==> config.mk <==
export PLATFORM = sky130hd
export DESIGN_NAME = tcpe_channel_ctl
export DESIGN_NICKNAME = d
export VERILOG_FILES = /design/src/logic/tcpe_pkg.sv /design/src/logic/tcpe_input_filter.sv /design/src/logic/tcpe_channel_ctl.sv
export SDC_FILE = /design/constraint.sdc
export NUM_CORES = 1
export LEC_CHECK = 0
export ABC_CLOCK_PERIOD_IN_PS = 3350
export CAP_MARGIN = 20
export CELL_PAD_IN_SITES_DETAIL_PLACEMENT = 1
export CELL_PAD_IN_SITES_GLOBAL_PLACEMENT = 2
export CORE_MARGIN = 2
export CORE_UTILIZATION = 39
export DETAILED_ROUTE_END_ITERATION = 7
export DONT_BUFFER_PORTS = 1
export GPL_TIMING_DRIVEN = 0
export PLACE_DENSITY = 0.79
export SYNTH_ARGS = -nofsm -noshare
export SYNTH_HDL_FRONTEND = slang
export SYNTH_SLANG_ARGS = --single-unit
==> constraint.sdc <==
create_clock -name mclk -period 3.35 [get_ports mclk]
set_input_delay 0.5025 -clock mclk [delete_from_list [all_inputs] [get_ports mclk]]
set_output_delay 0.5025 -clock mclk [all_outputs]
set_load 0.01 [all_outputs]
==> src/logic/tcpe_pkg.sv <==
// Package of offsets, field positions, reset values and counter widths for the channel polarity block.
`default_nettype none
package tcpe_pkg;
	localparam logic [7:0]  CTL_OFFSET     = 8'h20;
	localparam logic [31:0] CTL_RESET      = 32'h0000_0000;
	localparam int          CH_STRIDE      = 4;
	localparam int          EN_POS         = 0;
	localparam int          POL_POS        = 1;
	localparam int          COMP_EN_POS    = 2;
	localparam int          COMP_POL_POS   = 3;
	localparam int          CH3_EN_POS     = 12;
	localparam int          CH3_POL_POS    = 13;
	localparam int          CTL_USED_BITS  = 14;
	localparam logic [1:0]  PROTECTION_LEVEL_LEVEL_2   = 2'h2;
	localparam logic [1:0]  PROTECTION_LEVEL_LEVEL_3   = 2'h3;
	localparam logic [1:0]  DIR_OUTPUT     = 2'h0;
	localparam logic [1:0]  SIZE_HALF      = 2'h1;
	localparam logic [1:0]  SIZE_WORD      = 2'h2;
	localparam int          FILT_CNT_W     = 4;
	localparam int          DIV_CNT_W      = 3;
	localparam int          SAMP_DIV_W     = 6;
	// Filter sampling: code selects divider and required equal samples.
	typedef enum logic [1:0]
	{
		TCPE_F_IDLE   = 2'b00,
		TCPE_F_ARMED  = 2'b01
	} tcpe_filt_state_t;
endpackage : tcpe_pkg
`default_nettype wire

==> src/logic/tcpe_input_filter.sv <==
// Digital input filter: samples at a selected rate and accepts a level after N equal samples.
`default_nettype none
module tcpe_input_filter
(
	input  wire logic       mclk,
	input  wire logic       rst,
	input  wire logic [3:0] filt_code,
	input  wire logic       din,
	output logic            dout
);
	logic [tcpe_pkg::SAMP_DIV_W-1:0] div_r;
	logic [tcpe_pkg::SAMP_DIV_W-1:0] div_nxt;
	logic [tcpe_pkg::FILT_CNT_W-1:0] cnt_r;
	logic [tcpe_pkg::FILT_CNT_W-1:0] cnt_nxt;
	logic                            dout_nxt;
	logic [tcpe_pkg::SAMP_DIV_W-1:0] div_max;
	logic [tcpe_pkg::FILT_CNT_W-1:0] need;

	// Table of sampling divisor minus one and the count of equal samples.
	always_comb
	begin
		case (filt_code)
			4'h1: begin div_max = 6'h00; need = 4'h2; end
			4'h2: begin div_max = 6'h00; need = 4'h4; end
			4'h3: begin div_max = 6'h00; need = 4'h8; end
			4'h4: begin div_max = 6'h01; need = 4'h6; end
			4'h5: begin div_max = 6'h01; need = 4'h8; end
			4'h6: begin div_max = 6'h03; need = 4'h6; end
			4'h7: begin div_max = 6'h03; need = 4'h8; end
			4'h8: begin div_max = 6'h07; need = 4'h6; end
			4'h9: begin div_max = 6'h07; need = 4'h8; end
			4'hA: begin div_max = 6'h0F; need = 4'h5; end
			4'hB: begin div_max = 6'h0F; need = 4'h6; end
			4'hC: begin div_max = 6'h0F; need = 4'h8; end
			4'hD: begin div_max = 6'h1F; need = 4'h5; end
			4'hE: begin div_max = 6'h1F; need = 4'h6; end
			4'hF: begin div_max = 6'h1F; need = 4'h8; end
			default: begin div_max = 6'h00; need = 4'h1; end
		endcase
	end

	// A differing sample counts toward a new level; an equal one resets the run.
	always_comb
	begin
		div_nxt  = div_r;
		cnt_nxt  = cnt_r;
		dout_nxt = dout;
		if (filt_code == 4'h0)
		begin
			dout_nxt = din;
			cnt_nxt  = '0;
			div_nxt  = '0;
		end
		else if (div_r >= div_max)
		begin
			div_nxt = '0;
			if (din == dout)
				cnt_nxt = '0;
			else if (cnt_r + 4'h1 >= need)
			begin
				dout_nxt = din;
				cnt_nxt  = '0;
			end
			else
				cnt_nxt = cnt_r + 4'h1;
		end
		else
			div_nxt = div_r + 6'h01;
	end

	// State registers.
	always_ff @(posedge mclk or posedge rst)
	begin
		if (rst)
		begin
			div_r <= '0;
			cnt_r <= '0;
			dout  <= 1'b0;
		end
		else
		begin
			div_r <= div_nxt;
			cnt_r <= cnt_nxt;
			dout  <= dout_nxt;
		end
	end
endmodule // tcpe_input_filter
`default_nettype wire

==> src/logic/tcpe_channel_ctl.sv <==
// Channel enable and polarity control register with capture input conditioning.
`default_nettype none
module tcpe_channel_ctl
(
	input  wire logic        mclk,
	input  wire logic        rst,
	input  wire logic        reg_sel,
	input  wire logic        reg_wr,
	input  wire logic [1:0]  reg_size,
	input  wire logic [31:0] reg_wdata,
	output logic      [31:0] reg_rdata,
	input  wire logic [1:0]  protection_level,
	input  wire logic [3:0]  direction_select,
	input  wire logic [3:0]  ref_level,
	input  wire logic [3:0]  capture_input,
	input  wire logic [3:0]  ch0_filter_setting,
	input  wire logic [3:0]  ch2_input_filter_setting,
	input  wire logic [1:0]  ch2_capture_edge_divider,
	output logic      [3:0]  channel_out,
	output logic      [3:0]  channel_out_en,
	output logic      [2:0]  comp_out,
	output logic      [2:0]  comp_out_en,
	output logic      [3:0]  active_input,
	output logic             ch0_capture_strobe,
	output logic             ch2_capture_strobe
);
	logic [tcpe_pkg::CTL_USED_BITS-1:0] ctl_r;
	logic [tcpe_pkg::CTL_USED_BITS-1:0] ctl_nxt;
	logic [31:0]                        rdata_nxt;
	logic [tcpe_pkg::DIV_CNT_W-1:0]     div_r;
	logic [tcpe_pkg::DIV_CNT_W-1:0]     div_nxt;
	logic [3:0]                         act_nxt;
	logic [3:0]                         act_r;
	logic [3:0]                         out_nxt;
	logic [3:0]                         oen_nxt;
	logic [2:0]                         cout_nxt;
	logic [2:0]                         coen_nxt;
	logic                               s0_nxt;
	logic                               s2_nxt;
	logic [tcpe_pkg::DIV_CNT_W-1:0]     div_top;
	logic                               ch0_filtered_input;
	logic                               ch2_filtered;
	logic                               protection_level_lock;
	logic                               ch0_channel_on;
	logic                               ch0_polarity;
	logic                               ch0_comp_output_on;
	logic                               ch0_comp_polarity;
	logic                               ch2_channel_on;
	logic                               ch3_channel_on;
	logic                               ch3_polarity;
	logic [3:0]                         ch_pol;
	logic [3:0]                         ch_en;
	logic [2:0]                         ch_cpol;
	logic [2:0]                         ch_cen;
	logic [3:0]                         in_inv;

	assign ch0_channel_on     = ctl_r[tcpe_pkg::EN_POS];
	assign ch0_polarity       = ctl_r[tcpe_pkg::POL_POS];
	assign ch0_comp_output_on = ctl_r[tcpe_pkg::COMP_EN_POS];
	assign ch0_comp_polarity  = ctl_r[tcpe_pkg::COMP_POL_POS];
	assign ch2_channel_on     = ctl_r[2*tcpe_pkg::CH_STRIDE+tcpe_pkg::EN_POS];
	assign ch3_channel_on     = ctl_r[tcpe_pkg::CH3_EN_POS];
	assign ch3_polarity       = ctl_r[tcpe_pkg::CH3_POL_POS];
	assign protection_level_lock = (protection_level == tcpe_pkg::PROTECTION_LEVEL_LEVEL_3) ||
		(protection_level == tcpe_pkg::PROTECTION_LEVEL_LEVEL_2);

	// Per-channel views of the packed fields; channel 3 has no complementary pair.
	assign ch_pol  = {ch3_polarity, ctl_r[2*tcpe_pkg::CH_STRIDE+tcpe_pkg::POL_POS],
		ctl_r[tcpe_pkg::CH_STRIDE+tcpe_pkg::POL_POS], ch0_polarity};
	assign ch_en   = {ch3_channel_on, ch2_channel_on,
		ctl_r[tcpe_pkg::CH_STRIDE+tcpe_pkg::EN_POS], ch0_channel_on};
	assign ch_cpol = {ctl_r[2*tcpe_pkg::CH_STRIDE+tcpe_pkg::COMP_POL_POS],
		ctl_r[tcpe_pkg::CH_STRIDE+tcpe_pkg::COMP_POL_POS], ch0_comp_polarity};
	assign ch_cen  = {ctl_r[2*tcpe_pkg::CH_STRIDE+tcpe_pkg::COMP_EN_POS],
		ctl_r[tcpe_pkg::CH_STRIDE+tcpe_pkg::COMP_EN_POS], ch0_comp_output_on};
	// Polarity 1 inverts an input unless the complementary polarity is also set.
	// That pair is treated as uninverted, since both-edge capture is not offered.
	assign in_inv  = {ch3_polarity, ch_pol[2:0] & ~ch_cpol};

	////////////////////////////////////////////////////////////////////////////
	// Filters for the two capture inputs that feed edge logic.
	tcpe_input_filter u_filt0
	(
		.mclk      (mclk),
		.rst       (rst),
		.filt_code (ch0_filter_setting),
		.din       (capture_input[0]),
		.dout      (ch0_filtered_input)
	);

	tcpe_input_filter u_filt2
	(
		.mclk      (mclk),
		.rst       (rst),
		.filt_code (ch2_input_filter_setting),
		.din       (capture_input[2]),
		.dout      (ch2_filtered)
	);

	////////////////////////////////////////////////////////////////////////////
	// Register write: both sizes land in the low half, where all fields live.
	always_comb
	begin
		ctl_nxt   = ctl_r;
		rdata_nxt = reg_rdata;
		if (reg_sel && (reg_size == tcpe_pkg::SIZE_HALF || reg_size == tcpe_pkg::SIZE_WORD))
		begin
			if (reg_wr)
			begin
				// Bits 31:14 are not stored, so they always read back as zero.
				ctl_nxt = reg_wdata[tcpe_pkg::CTL_USED_BITS-1:0];
				if (protection_level_lock)
				begin
					ctl_nxt[tcpe_pkg::POL_POS]      = ctl_r[tcpe_pkg::POL_POS];
					ctl_nxt[tcpe_pkg::COMP_POL_POS] = ctl_r[tcpe_pkg::COMP_POL_POS];
				end
			end
			else
				rdata_nxt = {18'h0, ctl_r};
		end
	end

	////////////////////////////////////////////////////////////////////////////
	// Channel outputs: reference level xor polarity, complementary ones from the inverted reference; output enables need enable and direction output.
	always_comb
	begin
		for (int i = 0; i < 4; i++)
		begin
			out_nxt[i] = ref_level[i] ^ ch_pol[i];
			oen_nxt[i] = ch_en[i] && (direction_select[i] == 1'b0);
		end
		for (int j = 0; j < 3; j++)
		begin
			cout_nxt[j] = ~ref_level[j] ^ ch_cpol[j];
			coen_nxt[j] = ch_cen[j] && !direction_select[j];
		end
		// Channels 0 and 2 see their filtered inputs; with filter code 0 glitches pass straight through and can make edges.
		act_nxt[0] = ch0_filtered_input ^ in_inv[0];
		act_nxt[1] = capture_input[1] ^ in_inv[1];
		act_nxt[2] = ch2_filtered ^ in_inv[2];
		act_nxt[3] = capture_input[3] ^ in_inv[3];
	end

	////////////////////////////////////////////////////////////////////////////
	// Active edge detection and channel 2 edge divider.
	always_comb
	begin
		case (ch2_capture_edge_divider)
			2'h0: div_top = 3'h0;
			2'h1: div_top = 3'h1;
			2'h2: div_top = 3'h3;
			default: div_top = 3'h7;
		endcase
		div_nxt = div_r;
		s2_nxt  = 1'b0;
		s0_nxt  = ch0_channel_on && direction_select[0] && act_nxt[0] && !act_r[0];
		if (!ch2_channel_on)
			div_nxt = '0;
		else if (direction_select[2] && act_nxt[2] && !act_r[2])
		begin
			if (div_r >= div_top)
			begin
				div_nxt = '0;
				s2_nxt  = 1'b1;
			end
			else
				div_nxt = div_r + 3'h1;
		end
	end

	// All state and outputs registered here, except the input filter state held in u_filt0 and u_filt2.
	always_ff @(posedge mclk or posedge rst)
	begin
		if (rst)
		begin
			ctl_r              <= tcpe_pkg::CTL_RESET[tcpe_pkg::CTL_USED_BITS-1:0];
			reg_rdata          <= '0;
			div_r              <= '0;
			act_r              <= '0;
			active_input       <= '0;
			channel_out        <= '0;
			channel_out_en     <= '0;
			comp_out           <= '0;
			comp_out_en        <= '0;
			ch0_capture_strobe <= 1'b0;
			ch2_capture_strobe <= 1'b0;
		end
		else
		begin
			ctl_r              <= ctl_nxt;
			reg_rdata          <= rdata_nxt;
			div_r              <= div_nxt;
			act_r              <= act_nxt;
			active_input       <= act_nxt;
			channel_out        <= out_nxt;
			channel_out_en     <= oen_nxt;
			comp_out           <= cout_nxt;
			comp_out_en        <= coen_nxt;
			ch0_capture_strobe <= s0_nxt;
			ch2_capture_strobe <= s2_nxt;
		end
	end
endmodule // tcpe_channel_ctl
`default_nettype wire

* Yosys cells after proc, flatten, opt, wreduce, memory -nomap -nowiden
Memory sizes are Yosys's and may differ from the RTL's.
Index checks and enable logic that the tools add are counted.
** Cells by class
- $add $sub $neg :: 5
- Order comparisons :: 5
- Equality and inequality tests :: 11
- Multiplexer cells :: 27
- Bitwise logic cells :: 22
- Reductions and logical operators :: 32
** Operators with widths (count)
- $mux W4 :: 8
- $mux W6 :: 4
- $logic_and A1 B1 Y1 :: 13
- $add A6 B1 Y6 const B :: 2
- $ge A6 B6 Y1 :: 2
- $mux W1 :: 11
- $xor A1 B1 Y1 :: 11
- $mux W3 :: 3
- $not A1 Y1 :: 9
- $pmux W3 S3 :: 1
- $reduce_and A3 Y1 :: 3
- $add A4 B1 Y4 const B :: 2
- $eq A2 B2 Y1 const B :: 4
- $ge A4 B4 Y1 :: 2
- $logic_not A4 Y1 :: 2
- $reduce_bool A2 Y1 :: 4
- $ne A2 B1 Y1 const B :: 3
- $logic_not A1 Y1 :: 5
- $eq A2 B1 Y1 const B :: 2
- $reduce_and A2 Y1 :: 2
- $add A3 B1 Y3 const B :: 1
- $and A3 B3 Y3 :: 1
- $ge A3 B3 Y1 :: 1
- $not A3 Y3 :: 1
- 3 further kinds :: 5
** Word-level totals
- Bits in registers :: 73
- Bits in read-only memories :: 288
- Bits of input ports :: 62
- Output and inout port bits :: 52
- Word-level logic and storage cells :: 121
- Memories :: 2
** Memories
- (no name shown) :: depth 16, width 9, read ports 1, clocked after memory_dff 0, wr ports 0, RTL line tcpe_input_filter.sv:22 : case (filt_code)
- (no name shown) :: depth 16, width 9, read ports 1, clocked after memory_dff 0, wr ports 0, RTL line tcpe_input_filter.sv:22

* Longest topological paths before layout
- Depth after elaboration :: 7
- Mapped depth :: 11
- Mapped depth without buffers :: 11

* Hierarchy
Synthesis repeated with hierarchy kept, for this count alone.
** Unflattened totals
- Cell total of the unflattened synthesis :: 340
- Area, all modules :: 3982.6 sq um
** By module, submodules not included
- tcpe_channel_ctl :: times used 1, cells an instance 154, area an instance 2133.3 sq um, seq. area each 1276.2 sq um
- tcpe_input_filter :: times used 2, cells an instance 93, area an instance 924.6 sq um, seq. area each 275.3 sq um

* Worst setup path after synthesis
OpenSTA, ideal clock, no wires.
- Path kind :: input port to flip-flop
- Start :: input port ch0_filter_setting[0]
- End :: register u_filt0.dout
- Setup time :: 0.125 ns
- Data arrival time :: 2.418 ns
- Data required time :: 3.225 ns
- Setup slack :: 0.807 ns
- Stages on the path :: 10
- Buffers on the path :: 0
- Path through :: inv_1 ha_1 nor3b_2 o21bai_1 ha_1 nand2b_1 a211oi_1 nor2_1 o31ai_1 mux2_2
** Between the ends
- Cells in the longest elaborated chain, start to end :: 4
- Elaborated cells between the ends (all ways) :: 9
- Classes of those cells :: 2 x order compare; 1 x eq/ne; 1 x mux; 4 x reduce/logical; 1 x memory
** RTL lines
- start, declared :: RTL line tcpe_channel_ctl.sv:16 : input wire logic [3:0] ch0_filter_setting,
- $mem_v2 Z16 W9
- $ge A6 B6 Y1 / $ge A4 B4 Y1 (equally long branches) :: RTL line tcpe_input_filter.sv:54, tcpe_input_filter.sv:59
- $reduce_bool A2 Y1 (no line)
- $reduce_and A3 Y1 (no line)
- end signal, assigned :: RTL line tcpe_input_filter.sv:84 : dout <= dout_nxt;
- end, declared :: RTL line tcpe_input_filter.sv:9 : output logic dout
Parallel ways exist; a longest one is shown, timed or not.
A chain may end at the register's enable or synchronous reset.

* Final worst setup path
Ends and elaborated chain as after synthesis.

==> impl_metrics.ini <==
[critical_path]
cp_max_fo = 4
path_class = in -> reg
worstPathRequired_ns = 3.58
endpoint_kind = flop
cp.arrival_ns = 2.72
start_kind = primary input

[drt]
totalWireLength_mm = 7.72
antenna_left = 0
routedWlPerCell_microns = 14.8
vias = 2518
detail_route.vias_per_cell = 4.84
first_iter_violations = 63
drc = 0
first_pass_iters = 3

[logic_synthesis]
syn_inst = 352
yosysWarningCount = 0
syn_avg_cell_area_sq_um = 11.2
ys_ff_latch = 73
synth.distinct_cells = 39
synth_seq_area_share_pct = 46.1
syn-cell-area_sq_um = 3960

[cts]
cts.repair.resized = 0
clk_latency_ns = 0.34
cts.sinks = 73
htree_levels = 3
clkTransAtPathRegs_ns = 0.09
clockRootBuffer = clkbuf_8
hold_buffers = 1
cts_tree = built
clock_path_buffers = 2
cts_setup_buffers = 0
numCtsBuffers = 9

[global_routing]
grt_pass1_wl_mm = 13.1
grt_use_total_pct = 15.0
grt_overflow = 0
grt_antenna_before_repair = 0
grt_pass1_vias = 2710
grt_max_degree = 60

[outcome]
status = finished, final reports clean

[placed_design]
dp_slack_ns = 0.413
hpwl_mm = 6.09
placed_cell_area_sq_um = 4220
gp_congestion = 0.728
io_buffers = 0

[power]
p_clk_share_pct = 23.5
p_per_area_nw_per_um2 = 675
ir_drop_mv = 0.290
power_frac_comb_pct = 28.7
internal-power_mw = 1.93
p_seq_share_pct = 47.7
p_leak_nw = 2.11
p_total_mw = 2.99
p_sw_share_pct = 35.5
switchingPower_mw = 1.06

[floorplanning]
die_h_microns = 105
dieArea_sq_um = 11000
io_pins = 114
initial_core_util_pct = 40.3
num_rows = 36
core_sq_um = 9820
fp.dieW_microns = 105

[hold_path]
hp-class = in -> reg

[timing]
layout_setup_ws_ns = 0.859
relSlewSlack_pct = 62.5
setup_viol = 0
tightest_slew_ns = 0.556
slew_violations = 0
clock_skew_ns = 0.0117
timing.fmax_mhz = 401
post-route-min-period_ns = 2.49
rsz0062_at_grt = false
finalCritPeriodShare_pct = 74.4
tns_ns = 0
hold_violations = 0

[finish]
fin_util_pct = 45.1
stdcell_area_sq_um = 4430
fill_cells = 1105
n_antenna_cell = 0
syn2layout_area_growth_pct = 11.9
nets = 482
drive_above_1_share_pct = 20.7

[job]
max_cap_viol_count = 0
==> final timing paths <==
path                                     endpoint                   from  cells past startpoint  slack, ns
worst max-delay path                 u_filt0.dout  ch0_filter_setting[0]                     10       0.86
worst min-delay path            channel_out_en[1]    direction_select[1]                      1       0.21
worst max register to register       u_filt0.dout       u_filt0.cnt_r[0]                      6       1.20
worst min register to register   u_filt2.div_r[0]       u_filt2.div_r[0]                      1       0.49
max in group asynchronous                ctl_r[0]                    rst                      3       2.24
min in group asynchronous        u_filt0.cnt_r[2]                    rst                      2       0.57
==> power by group through the flow <==
stage          Clock [mW]  Sequential [mW]  Combinational (mW)
6_report            0.704             1.43               0.859
5_1_grt             0.756             1.47               0.991
4_1_cts             0.730             1.44               0.883
3_5_place_dp            0             1.45               0.872
3_3_place_gp            0             1.45               0.821
2_1_floorplan           0             1.37               0.704
==> Yosys cell counts <==
cell type  instances  share of area, %
a2111oi_2          1              0.38
a2111oi_4          1              0.70
a211oi_1           3              0.57
a21boi_1           1              0.19
a21o_1             2              0.38
a21oi_1            7              0.88
a31oi_1            2              0.32
and2b_1            1              0.19
and4b_1            1              0.25
buf_2              3              0.38
buf_4             19               3.6
clkbuf_1           4              0.38
conb_1             1             0.095
dfrtp_1           73                46
ha_1              38                12
inv_1             22               2.1
mux2_2            30               8.5
mux2i_1            7               1.8
nand2_1           14               1.3
nand2b_1          10               1.6
nand3_1            8               1.0
nand3b_1           5              0.95
nor2_1            23               2.2
nor2b_1           10               1.6
nor3_1             3              0.38
nor3b_2            2              0.63
nor4b_2            1              0.38
o21a_1             2              0.38
o21ai_0           19               2.4
o21ai_1            1              0.13
o21bai_1           2              0.38
o22ai_1            2              0.32
o2bb2ai_1          2              0.44
o31ai_1            2              0.38
o31ai_2            2              0.63
or2_2              3              0.47
or3b_4             1              0.28
xnor2_1           12               2.7
xor2_1            12               2.7
==> area by class of cell <==
type / count / area (sq um) / share of cell area, %
clock buffer: 10 / 128 / 2.88
sequential: 73 / 1830 / 41.2
buffer: 26 / 173 / 3.90
inverter: 22 / 85.1 / 1.92
tap: 133 / 166 / 3.75
multi-input combinational: 248 / 1940 / 43.8
timing repair buffer: 2 / 37.5 / 0.847
clock inverter: 6 / 75.1 / 1.69
==> layout by cell type, fill, tap and decap left out, drive strengths merged, types with 2 or more instances in the layout <==
cell	Yosys	final
a21o	2	2
a2111oi	2	2
a21oi	7	7
o21bai	2	2
a211oi	3	3
ha	38	38
o21a	2	2
o21ai	20	20
nor2b	10	10
xor2	12	12
or2	3	3
dfrtp	73	73
nand2b	10	10
xnor2	12	12
nor2	23	23
nand2	14	14
o31ai	4	4
buf	22	23
mux2	30	30
conb	1	18
o2bb2ai	2	2
nor3b	2	2
mux2i	7	7
inv	22	25
nand3b	5	5
nor3	3	3
a31oi	2	2
nand3	8	8
o22ai	2	2
clkbuf	4	14
==> kinds of logic after synthesis <==
kind of cell,after synthesis,share of synthesized area [%]
muxes,37,10.3
other,1,0.0947
and+or+nand+nor,82,11.2
xor gates and xnor gates,24,5.31
buffers and inverters,48,6.45
adders and majority gates,38,12.0
AOI/OAI and AO/OA,49,8.47
DFF,73,46.1
==> flip-flops by register name, indices dropped and copies added, names as in the netlist <==
signal              flops
reg_rdata              14
act_r                   4
u_filt0.div_r           6
u_filt0.cnt_r           4
u_filt0.dout            1
comp_out                3
u_filt2.dout            1
channel_out             4
div_r                   3
ch2_capture_strobe      1
comp_out_en             3
channel_out_en          4
u_filt2.cnt_r           4
ch0_capture_strobe      1
ctl_r                  14
u_filt2.div_r           6
==> worst max-delay path, stage by stage <==
cell and delay (ns):
inv_1 0.11, ha_1 0.16, nor3b_2 0.39, o21bai_1 0.19, ha_1 0.24, nand2b_1 0.14
a211oi_1 0.28, nor2_1 0.08, o31ai_1 0.25, mux2_2 0.37
==> per-layer routing <==
| metal | up-vias | wire (microns) | track usage [%] |
|---|---|---|---|
| met1 | 1238 | 3230 | 17.5 |
| met3 | 11 | 490 | 5.18 |
| li1 | 1220 | - | - |
| met4 | 0 | 141 | 5.43 |
| met5 | - | 0 | 0 |
| met2 | 49 | 3860 | 25.4 |
==> stage by stage <==
step / hold WS, ns / std cells
floorplan: 0.454 / 369
global placement: 0.484 / 502
detailed placement: 0.322 / 503
CTS: 0.189 / 520
global route: 0.185 / 520
finish: 0.209 / 520
No activity file was read; power rests on OpenSTA's default activity.
